==> src/pkg/pam_pkg.sv <==
package pam_pkg;
    localparam int ADDR_W = 8;
    // Register byte offsets
    localparam logic [7:0] OFS_PA_OUT = 8'h00;
    localparam logic [7:0] OFS_PA_DIR = 8'h04;
    localparam logic [7:0] OFS_PA_PIN = 8'h08;
    localparam logic [7:0] OFS_PB_OUT = 8'h0C;
    localparam logic [7:0] OFS_PB_DIR = 8'h10;
    localparam logic [7:0] OFS_PB_PIN = 8'h14;
    localparam logic [7:0] OFS_CTRL = 8'h18;
    localparam logic [7:0] OFS_OVR_STAT = 8'h1C;
    // Reset values and field positions
    localparam logic [7:0] RST_PORT = 8'h00;
    localparam logic RST_PUD = 1'b0;
    localparam int CTRL_PUD_BIT = 0;
    localparam int PIN_SCK = 7;
    localparam int PIN_MISO = 6;
    localparam int PIN_MOSI = 5;
    localparam int PIN_SEL = 4;
    localparam int PIN_OC0 = 3;
    localparam int PIN_IRQ2 = 2;
    localparam int PIN_T1 = 1;
    localparam int PIN_XCK = 0;
    localparam logic [1:0] RESP_OKAY = 2'h0;
    localparam logic [1:0] RESP_SLVERR = 2'h2;
    typedef enum logic [3:0] {
        SEL_PA_OUT = 4'h1, SEL_PA_DIR = 4'h2, SEL_PA_PIN = 4'h3, SEL_PB_OUT = 4'h4,
        SEL_PB_DIR = 4'h5, SEL_PB_PIN = 4'h6, SEL_CTRL = 4'h7, SEL_STAT = 4'h8,
        SEL_NONE = 4'h0
    } pam_sel_t;
    typedef enum logic [1:0] {WS_COLLECT = 2'b01, WS_RESP = 2'b10} pam_wr_state_t;
    typedef enum logic [1:0] {RS_IDLE = 2'b01, RS_DATA = 2'b10} pam_rd_state_t;

    function automatic pam_sel_t pam_reg_sel(input logic [ADDR_W-1:0] a);
        unique case (a)
            OFS_PA_OUT: pam_reg_sel = SEL_PA_OUT;
            OFS_PA_DIR: pam_reg_sel = SEL_PA_DIR;
            OFS_PA_PIN: pam_reg_sel = SEL_PA_PIN;
            OFS_PB_OUT: pam_reg_sel = SEL_PB_OUT;
            OFS_PB_DIR: pam_reg_sel = SEL_PB_DIR;
            OFS_PB_PIN: pam_reg_sel = SEL_PB_PIN;
            OFS_CTRL: pam_reg_sel = SEL_CTRL;
            OFS_OVR_STAT: pam_reg_sel = SEL_STAT;
            default: pam_reg_sel = SEL_NONE;
        endcase
    endfunction : pam_reg_sel
endpackage : pam_pkg

==> src/logic/pam_port_mux.sv <==
`timescale 1ns/1ps
module pam_port_mux
    import pam_pkg::*;
(
    // Clock and reset
    input wire logic clock,
    input wire logic nrst,
    input wire logic ce,
    // AXI4-Lite slave
    input wire logic [pam_pkg::ADDR_W-1:0] s_axi_awaddr,
    input wire logic s_axi_awvalid,
    output logic s_axi_awready,
    input wire logic [31:0] s_axi_wdata,
    input wire logic [3:0] s_axi_wstrb,
    input wire logic s_axi_wvalid,
    output logic s_axi_wready,
    output logic [1:0] s_axi_bresp,
    output logic s_axi_bvalid,
    input wire logic s_axi_bready,
    input wire logic [pam_pkg::ADDR_W-1:0] s_axi_araddr,
    input wire logic s_axi_arvalid,
    output logic s_axi_arready,
    output logic [31:0] s_axi_rdata,
    output logic [1:0] s_axi_rresp,
    output logic s_axi_rvalid,
    input wire logic s_axi_rready,
    // Sleep controller
    input wire logic sleep_clamp,
    // First port pads
    input wire logic [7:0] pa_pad_in,
    output logic [7:0] pa_drive_en,
    output logic [7:0] pa_drive_val,
    output logic [7:0] pa_pullup_en,
    output logic [7:0] pa_input_en,
    output logic [7:0] conv_in_ch,
    // Second port pads
    input wire logic [7:0] pb_pad_in,
    output logic [7:0] pb_drive_en,
    output logic [7:0] pb_drive_val,
    output logic [7:0] pb_pullup_en,
    output logic [7:0] pb_input_en,
    // Serial peripheral interface
    input wire logic serial_periph_enable,
    input wire logic serial_master_select,
    input wire logic spi_sck_out,
    input wire logic spi_slave_out,
    input wire logic spi_master_out,
    output logic spi_sck_in,
    output logic spi_master_in,
    output logic spi_slave_in,
    output logic spi_select_n_in,
    // Timers, interrupt, comparator
    input wire logic timer0_compare_en,
    input wire logic timer0_compare_out,
    input wire logic ext_irq2_en,
    output logic ext_irq2_in,
    output logic timer1_count_in,
    output logic timer0_count_in,
    output logic comparator_pos_in,
    output logic comparator_neg_in,
    // Synchronous serial clock
    input wire logic sync_mode_select,
    input wire logic sync_serial_clk_out,
    output logic sync_serial_clk_in
);
    import pam_pkg::*;

    logic [7:0] porta_out, porta_dir, portb_out, portb_dir;
    logic global_pullup_disable;
    logic [7:0] pa_sync1, pa_sync2, pb_sync1, pb_sync2;
    logic [7:0] pa_di, pb_di;
    pam_wr_state_t wr_state;
    pam_rd_state_t rd_state;
    logic aw_held, w_held;
    logic [ADDR_W-1:0] aw_addr_q;
    logic [7:0] w_data_q;
    logic w_strb_q;
    logic [1:0] bresp_q, rresp_q;
    logic [31:0] rdata_q;

    // Second-port overrides
    logic [3:0] spi_pullup_override_en, spi_pullup_override_val, spi_dir_override_en, spi_value_override_en, spi_value_override_val;
    wire [7:0] pb_pullup_override_en = {spi_pullup_override_en, 4'h0};
    wire [7:0] pb_pullup_override_val = {spi_pullup_override_val, 4'h0};
    wire [7:0] pb_dir_override_en = {spi_dir_override_en, 4'h0};
    wire [7:0] pb_value_override_en = {spi_value_override_en, timer0_compare_en, 2'h0, sync_mode_select};
    wire [7:0] pb_value_override_val = {spi_value_override_val, timer0_compare_out, 2'h0, sync_serial_clk_out};
    wire [7:0] pb_input_en_override_en = {5'h00, ext_irq2_en, 2'h0};
    wire [7:0] pb_input_en_override_val = 8'h04;

    pam_spi_ovr u_spi (
        .serial_periph_enable(serial_periph_enable),
        .serial_master_select(serial_master_select),
        .out_bit(portb_out[7:4]),
        .global_pullup_disable(global_pullup_disable),
        .sck_out(spi_sck_out),
        .slave_data_out(spi_slave_out),
        .master_data_out(spi_master_out),
        .pullup_override_en(spi_pullup_override_en),
        .pullup_override_val(spi_pullup_override_val),
        .dir_override_en(spi_dir_override_en),
        .value_override_en(spi_value_override_en),
        .value_override_val(spi_value_override_val)
    );

    // All first-port overrides tied inactive
    pam_pin_cell u_pa (
        .dir(porta_dir),
        .out_bit(porta_out),
        .global_pullup_disable(global_pullup_disable),
        .sleep_clamp(sleep_clamp),
        .pullup_override_en(8'h00),
        .pullup_override_val(8'h00),
        .dir_override_en(8'h00),
        .dir_override_val(8'h00),
        .value_override_en(8'h00),
        .value_override_val(8'h00),
        .input_en_override_en(8'h00),
        .input_en_override_val(8'h00),
        .pad_in(pa_pad_in),
        .drive_en(pa_drive_en),
        .drive_val(pa_drive_val),
        .pullup_en(pa_pullup_en),
        .input_en(pa_input_en),
        .raw_digital_in(pa_di)
    );

    // Direction overrides only ever force inputs here
    pam_pin_cell u_pb (
        .dir(portb_dir),
        .out_bit(portb_out),
        .global_pullup_disable(global_pullup_disable),
        .sleep_clamp(sleep_clamp),
        .pullup_override_en(pb_pullup_override_en),
        .pullup_override_val(pb_pullup_override_val),
        .dir_override_en(pb_dir_override_en),
        .dir_override_val(8'h00),
        .value_override_en(pb_value_override_en),
        .value_override_val(pb_value_override_val),
        .input_en_override_en(pb_input_en_override_en),
        .input_en_override_val(pb_input_en_override_val),
        .pad_in(pb_pad_in),
        .drive_en(pb_drive_en),
        .drive_val(pb_drive_val),
        .pullup_en(pb_pullup_en),
        .input_en(pb_input_en),
        .raw_digital_in(pb_di)
    );

    // Peripheral inputs are unsynchronised; each peripheral syncs its own
    assign conv_in_ch = pa_pad_in;
    assign spi_sck_in = pb_di[PIN_SCK];
    assign spi_master_in = pb_di[PIN_MISO];
    assign spi_slave_in = pb_di[PIN_MOSI];
    assign spi_select_n_in = pb_di[PIN_SEL];
    assign comparator_neg_in = pb_pad_in[PIN_OC0];
    assign comparator_pos_in = pb_pad_in[PIN_IRQ2];
    assign ext_irq2_in = pb_di[PIN_IRQ2];
    assign timer1_count_in = pb_di[PIN_T1];
    assign timer0_count_in = pb_di[PIN_XCK];
    assign sync_serial_clk_in = pb_di[PIN_XCK] & sync_mode_select;

    // Pin readback synchronisers
    always_ff @(posedge clock)
    begin
        if (!nrst)
        begin
            pa_sync1 <= RST_PORT;
            pa_sync2 <= RST_PORT;
            pb_sync1 <= RST_PORT;
            pb_sync2 <= RST_PORT;
        end
        else if (ce)
        begin
            pa_sync1 <= pa_di;
            pa_sync2 <= pa_sync1;
            pb_sync1 <= pb_di;
            pb_sync2 <= pb_sync1;
        end
    end

    // Write channel: address and data taken in either order
    wire aw_take = s_axi_awvalid & s_axi_awready;
    wire w_take = s_axi_wvalid & s_axi_wready;
    wire [ADDR_W-1:0] wr_addr = aw_held ? aw_addr_q : s_axi_awaddr;
    wire [7:0] wr_data = w_held ? w_data_q : s_axi_wdata[7:0];
    wire wr_lane0 = w_held ? w_strb_q : s_axi_wstrb[0];
    wire wr_both = (wr_state == WS_COLLECT) & (aw_held | aw_take) & (w_held | w_take);
    wire pam_sel_t wr_sel = pam_reg_sel(wr_addr);
    wire wr_fire = ce & wr_both & wr_lane0;
    assign s_axi_awready = ce & (wr_state == WS_COLLECT) & ~aw_held;
    assign s_axi_wready = ce & (wr_state == WS_COLLECT) & ~w_held;
    assign s_axi_bvalid = (wr_state == WS_RESP);
    assign s_axi_bresp = bresp_q;

    always_ff @(posedge clock)
    begin
        if (!nrst)
        begin
            wr_state <= WS_COLLECT;
            aw_held <= 1'b0;
            w_held <= 1'b0;
            aw_addr_q <= '0;
            w_data_q <= 8'h00;
            w_strb_q <= 1'b0;
            bresp_q <= RESP_OKAY;
        end
        else if (ce)
        begin
            if (aw_take)
                aw_addr_q <= s_axi_awaddr;
            if (w_take)
            begin
                w_data_q <= s_axi_wdata[7:0];
                w_strb_q <= s_axi_wstrb[0];
            end
            unique case (wr_state)
                WS_COLLECT:
                begin
                    if (wr_both)
                    begin
                        wr_state <= WS_RESP;
                        aw_held <= 1'b0;
                        w_held <= 1'b0;
                        bresp_q <= (wr_sel == SEL_NONE) ? RESP_SLVERR : RESP_OKAY;
                    end
                    else
                    begin
                        aw_held <= aw_held | aw_take;
                        w_held <= w_held | w_take;
                    end
                end
                WS_RESP:
                begin
                    if (s_axi_bready)
                        wr_state <= WS_COLLECT;
                end
                default: wr_state <= WS_COLLECT;
            endcase
        end
    end

    // Port registers; read-only offsets ignore writes
    always_ff @(posedge clock)
    begin
        if (!nrst)
        begin
            porta_out <= RST_PORT;
            porta_dir <= RST_PORT;
            portb_out <= RST_PORT;
            portb_dir <= RST_PORT;
            global_pullup_disable <= RST_PUD;
        end
        else if (wr_fire)
        begin
            if (wr_sel == SEL_PA_OUT)
                porta_out <= wr_data;
            if (wr_sel == SEL_PA_DIR)
                porta_dir <= wr_data;
            if (wr_sel == SEL_PB_OUT)
                portb_out <= wr_data;
            if (wr_sel == SEL_PB_DIR)
                portb_dir <= wr_data;
            if (wr_sel == SEL_CTRL)
                global_pullup_disable <= wr_data[CTRL_PUD_BIT];
        end
    end

    // Read channel
    wire pam_sel_t rd_sel = pam_reg_sel(s_axi_araddr);
    wire [31:0] stat_word = {pb_input_en_override_en, pb_pullup_override_en, pb_value_override_en, pb_dir_override_en};
    wire [31:0] rd_word =
        (rd_sel == SEL_PA_OUT) ? {24'h000000, porta_out} :
        (rd_sel == SEL_PA_DIR) ? {24'h000000, porta_dir} :
        (rd_sel == SEL_PA_PIN) ? {24'h000000, pa_sync2} :
        (rd_sel == SEL_PB_OUT) ? {24'h000000, portb_out} :
        (rd_sel == SEL_PB_DIR) ? {24'h000000, portb_dir} :
        (rd_sel == SEL_PB_PIN) ? {24'h000000, pb_sync2} :
        (rd_sel == SEL_CTRL) ? {31'h00000000, global_pullup_disable} :
        (rd_sel == SEL_STAT) ? stat_word : 32'h00000000;
    assign s_axi_arready = ce & (rd_state == RS_IDLE);
    assign s_axi_rvalid = (rd_state == RS_DATA);
    assign s_axi_rdata = rdata_q;
    assign s_axi_rresp = rresp_q;

    always_ff @(posedge clock)
    begin
        if (!nrst)
        begin
            rd_state <= RS_IDLE;
            rdata_q <= 32'h00000000;
            rresp_q <= RESP_OKAY;
        end
        else if (ce)
        begin
            unique case (rd_state)
                RS_IDLE:
                begin
                    if (s_axi_arvalid)
                    begin
                        rd_state <= RS_DATA;
                        rdata_q <= rd_word;
                        rresp_q <= (rd_sel == SEL_NONE) ? RESP_SLVERR : RESP_OKAY;
                    end
                end
                RS_DATA:
                begin
                    if (s_axi_rready)
                        rd_state <= RS_IDLE;
                end
                default: rd_state <= RS_IDLE;
            endcase
        end
    end

    wire as_slave = serial_periph_enable & ~serial_master_select;
    wire as_master = serial_periph_enable & serial_master_select;
endmodule : pam_port_mux

==> src/logic/pam_pin_cell.sv <==
`timescale 1ns/1ps
module pam_pin_cell (
    // Port register bits
    input wire logic [7:0] dir,
    input wire logic [7:0] out_bit,
    input wire logic global_pullup_disable,
    input wire logic sleep_clamp,
    // Overrides from peripherals
    input wire logic [7:0] pullup_override_en,
    input wire logic [7:0] pullup_override_val,
    input wire logic [7:0] dir_override_en,
    input wire logic [7:0] dir_override_val,
    input wire logic [7:0] value_override_en,
    input wire logic [7:0] value_override_val,
    input wire logic [7:0] input_en_override_en,
    input wire logic [7:0] input_en_override_val,
    // Pads
    input wire logic [7:0] pad_in,
    output logic [7:0] drive_en,
    output logic [7:0] drive_val,
    output logic [7:0] pullup_en,
    output logic [7:0] input_en,
    output logic [7:0] raw_digital_in
);
    wire [7:0] pud_n = {8{~global_pullup_disable}};
    wire [7:0] awake = {8{~sleep_clamp}};

    assign pullup_en = (pullup_override_en & pullup_override_val)
        | (~pullup_override_en & ~dir & out_bit & pud_n);
    assign drive_en = (dir_override_en & dir_override_val)
        | (~dir_override_en & dir);
    // Value is only seen on the pad while the driver is on
    assign drive_val = (value_override_en & value_override_val)
        | (~value_override_en & out_bit);
    assign input_en = (input_en_override_en & input_en_override_val)
        | (~input_en_override_en & awake);
    // Clamped input reads low, as the schmitt trigger does in sleep
    assign raw_digital_in = pad_in & input_en;
endmodule : pam_pin_cell

==> src/logic/pam_spi_ovr.sv <==
`timescale 1ns/1ps
module pam_spi_ovr (
    // Serial interface mode
    input wire logic serial_periph_enable,
    input wire logic serial_master_select,
    // Port bits 7..4
    input wire logic [3:0] out_bit,
    input wire logic global_pullup_disable,
    // Serial outputs: clock, slave data, master data
    input wire logic sck_out,
    input wire logic slave_data_out,
    input wire logic master_data_out,
    // Overrides for pins 7..4
    output logic [3:0] pullup_override_en,
    output logic [3:0] pullup_override_val,
    output logic [3:0] dir_override_en,
    output logic [3:0] value_override_en,
    output logic [3:0] value_override_val
);
    wire as_master = serial_periph_enable & serial_master_select;
    wire as_slave = serial_periph_enable & ~serial_master_select;
    // Forced inputs: clock, data in and select as slave, data in as master
    wire [3:0] forced_in = {as_slave, as_master, as_slave, as_slave};

    assign dir_override_en = forced_in;
    assign pullup_override_en = forced_in;
    assign pullup_override_val = out_bit & {4{~global_pullup_disable}};
    // Select pin never gets a value override
    assign value_override_en = {as_master, as_slave, as_master, 1'b0};
    assign value_override_val = {sck_out, slave_data_out, master_data_out, 1'b0};
endmodule : pam_spi_ovr

==> config.mk <==
export PLATFORM = sky130hd
export DESIGN_NAME = pam_port_mux
export DESIGN_NICKNAME = d
export VERILOG_FILES = /design/src/pkg/pam_pkg.sv /design/src/logic/pam_port_mux.sv /design/src/logic/pam_pin_cell.sv /design/src/logic/pam_spi_ovr.sv
export SDC_FILE = /design/constraint.sdc
export NUM_CORES = 1
export LEC_CHECK = 0
export BUFFER_PORTS_ARGS = -buffer_cell sky130_fd_sc_hd__buf_4
export CAP_MARGIN = 20
export CORE_MARGIN = 3
export CORE_UTILIZATION = 30
export DETAILED_ROUTE_END_ITERATION = 12
export HOLD_SLACK_MARGIN = 0.15
export PLACE_DENSITY = 0.66
export SKIP_LAST_GASP = 1
export SYNTH_ARGS = -nofsm -noshare
export SYNTH_HDL_FRONTEND = slang
export SYNTH_SLANG_ARGS = --single-unit
==> constraint.sdc <==
create_clock -name clock -period 2.5 [get_ports clock]
set_clock_uncertainty 0.15 [all_clocks]
set_input_delay 0.25 -clock clock [delete_from_list [all_inputs] [get_ports clock]]
set_output_delay 0.25 -clock clock [all_outputs]
set_load 0.005 [all_outputs]
==> flow_metrics.py <==
metrics = {
    "clocking": {
        "post_cts_buffers": 0,
        "cts_tree": "yes",
        "cts_root_buf": "clkbuf_16",
        "clkSinkCount": 103,
        "numCtsBuffers": 9,
        "clkTransAtPathRegs_ps": 70,
        "h-tree-depth": 3,
        "clock_latency_ps": 350,
        "clock_path_buffers": 2,
    },
    "critical_path": {
        "critPathRequiredTime_ps": 2580,
        "rr_endpoint": "s_axi_rdata[22]",
        "cp.arrival_ps": 2470,
        "endpoint_kind": "flop",
        "reg2reg_from": "rd_state[1]",
        "reg2reg_depth": 6,
        "path_max_fanout": 8,
        "crit_type": "primary input to flop",
        "worst_setup_path_start_kind": "primary input",
        "rrSetupSlack_ps": 190,
    },
    "routing": {
        "drc": 0,
        "drt_pass1_iterations": 4,
        "wl_per_cell_um": 15.63,
        "num_vias": 4489,
        "wl_mm": 15.39,
        "ant_nets": 0,
        "dr.first_iter.drc_count": 248,
        "vias_per_cell": 4.557,
    },
    "logic_synthesis": {
        "netlist_instances": 595,
        "async_flop_share_pct": 0,
        "synth_edf_count": 0,
        "synth_xor_area_share_pct": 0.3297,
        "ys_seq_area_share_pct": 38.81,
        "synth_compound_area_share_pct": 11.07,
        "synth_cell_types": 48,
        "synth_area_leaders": "dfxtp_1 (39%), mux2i_1 (13%), nor2b_1 (7.9%)",
        "syn_area_um2": 5313,
        "yosysWarnings": 0,
        "synthMuxAreaShare_pct": 16.65,
        "synthAdderAreaFrac_pct": 0,
        "syn_avg_cell_area_um2": 8.929,
        "ys_seq_elements": 103,
        "synth_top_area_share_pct": 38.81,
        "yosys.area_share.simple_pct": 22.75,
        "synth_top_cell_by_area": "dfxtp_1",
        "synth_top_family_by_area": "simple AND/OR/NAND/NOR gates",
        "yosys_most_used_dff": "dfxtp_1",
    },
    "floorplan": {
        "ios": 210,
        "core_region_area_um2": 17300,
        "start_util_pct": 30.71,
        "die_w_um": 139.1,
        "rows": 48,
        "die_y_um": 139.1,
        "dieArea_um2": 19340,
    },
    "finish": {
        "fin_cells": 985,
        "fin_area_um2": 7193,
        "mostFrequentLayoutCells": "buf_4 (173), dfxtp_1 (103), nand2_1 (74)",
        "diodes": 0,
        "area_delta_synth_final_pct": 35.40,
        "mostFrequentLayoutCell": "buf_4",
        "drive_above_1_share_pct": 27.89,
        "final_util_pct": 41.59,
        "nets": 843,
    },
    "worst_hold_path": {
        "min_to": "rd_state[0]",
        "holdCritStartpoint": "nrst",
        "min_path_cells": 2,
        "hold_class": "primary input to flop",
    },
    "sta": {
        "final-hold-violation-count": 0,
        "grt_setup_unrepaired": "true",
        "setup_viol_count_final": 0,
        "period_share_pct": 95.44,
        "max_freq_mhz": 419.1,
        "post-route-min-period_ps": 2386,
        "slew_violations": 0,
        "slew_headroom_pct": 57.12,
        "worst-slew-pin-transition_ps": 641.8,
    },
    "placed_design": {
        "dpl-instance-area_um2": 6431,
        "dpl.hpwl_mm": 11.54,
        "dp_cells": 924,
        "port_buffers": 166,
        "gp_congestion": 0.8156,
    },
    "global_route": {
        "antenna_found_initial": 0,
        "overflow": 0,
        "grt_pass1_wl_mm": 23.81,
        "grt.total_usage_pct": 15.43,
        "grt_pass1_vias": 4365,
        "grt_max_degree": 44,
    },
    "pwr": {
        "p_leak_nw": 3.201,
        "powerDensity_nw_per_um2": 506.9,
        "ir_worst_vdd_mv": 0.2831,
    },
    "job": {
        "maxCapViolCount": 0,
    },
    "run_status": {
        "status": "complete, no violations",
    },
}
[worst max path at each step]
| stage | from | to | slack (ps) | cells past startpoint |
|---|---|---|---|---|
| floorplan | aw_addr_q[0] | portb_dir[0] | 680 | 5 |
| global placement | s_axi_awaddr[0] | portb_out[5] | 310 | 6 |
| detailed placement | s_axi_araddr[5] | s_axi_rdata[22] | 260 | 6 |
| CTS | s_axi_araddr[6] | s_axi_rdata[22] | 50 | 7 |
| global route | s_axi_awaddr[0] | portb_out[6] | -30 | 7 |
| finish | s_axi_awaddr[0] | portb_out[5] | 110 | 7 |
[flip-flops by register name, indices dropped and copies added (netlist names), 2 cells and up]
name,flops
pb_sync1,8
rd_state,2
aw_addr_q,8
pa_sync2,8
porta_out,8
pb_sync2,8
pa_sync1,8
s_axi_rdata,13
porta_dir,8
wr_state,2
portb_out,8
w_data_q,8
portb_dir,8
[metrics by stage]
stage          power (mW)  setup TNS, ps  worst slack, ps  hold slack (ps)
3_5_place_dp        2.201              0            261.2            297.2
4_1_cts             3.685              0            54.93            150.9
6_report            3.646              0            114.0            157.1
2_1_floorplan       2.035              0            676.4            256.0
3_3_place_gp        2.199              0            305.7            291.3
5_1_grt             3.796         -123.8           -25.60            182.3
[what timing repair did]
action,in CTS,in global routing
endpoints found under the hold margin,37,0
resized for setup,0,1
setup endpoints to repair,0,11
hold buffers,46,0
[synthesized netlist by cell type (2+ instances only)]
| cell type | instances |
|---|---|
| dfxtp_1 | 103 |
| nand2_1 | 74 |
| mux2i_1 | 67 |
| nor2b_1 | 67 |
| buf_4 | 52 |
| nor2_1 | 25 |
| a21oi_1 | 24 |
| clkbuf_1 | 22 |
| nor3b_1 | 16 |
| mux2_2 | 15 |
| o21ai_0 | 14 |
| nand3_1 | 13 |
| a21boi_0 | 12 |
| and2_1 | 10 |
| inv_1 | 8 |
| nand2b_1 | 8 |
| buf_2 | 6 |
| o31ai_1 | 5 |
| a22oi_1 | 4 |
| a32oi_1 | 4 |
| buf_1 | 4 |
| a211oi_1 | 3 |
| a21o_1 | 3 |
| nand3_2 | 3 |
| nand3b_1 | 3 |
| nor3_1 | 3 |
| a311oi_1 | 2 |
| a32o_1 | 2 |
| mux4_2 | 2 |
| nor4_1 | 2 |
| o211ai_1 | 2 |
[power breakdown]
| group | switching, mW | internal [mW] |
|---|---|---|
| registers | 0.0301 | 1.68 |
| logic | 0.241 | 0.268 |
| clock network | 0.625 | 0.802 |
| total | 0.896 | 2.75 |
[cell type report]
class | instances | area [um^2]
multi-input combinational | 415 | 2764
fill | 1763 | 10100
clock buffer | 11 | 242.7
timing repair buffer | 219 | 1759
tap | 225 | 281.5
inverter | 8 | 30.03
clock inverter | 4 | 53.80
sequential | 103 | 2062
[worst max-delay path, stage by stage]
cell and delay (ps):
dlygate4sd3_1 550, buf_4 140, nor4_1 350, a32oi_1 190
a211oi_4 410, nand3_2 360, mux2i_1 210
[cell families (layout without fill, tap and decap cells)]
logic type,after synthesis,after routing
compound gates,84,84
xor+xnor,2,2
buf+inv,92,242
flops,103,103
mux,84,84
other cells,1,16
simple gates,229,229
[per-layer routing]
metal / wire length [um] / vias to the layer above / GRT usage, %
met5: 0 / - / 0
met4: 289 / 0 / 5.304
met3: 790 / 19 / 3.448
met2: 6933 / 130 / 24.47
met1: 7380 / 2056 / 20.79
li1: - / 2284 / -
Power figures use the tool's default switching activity.
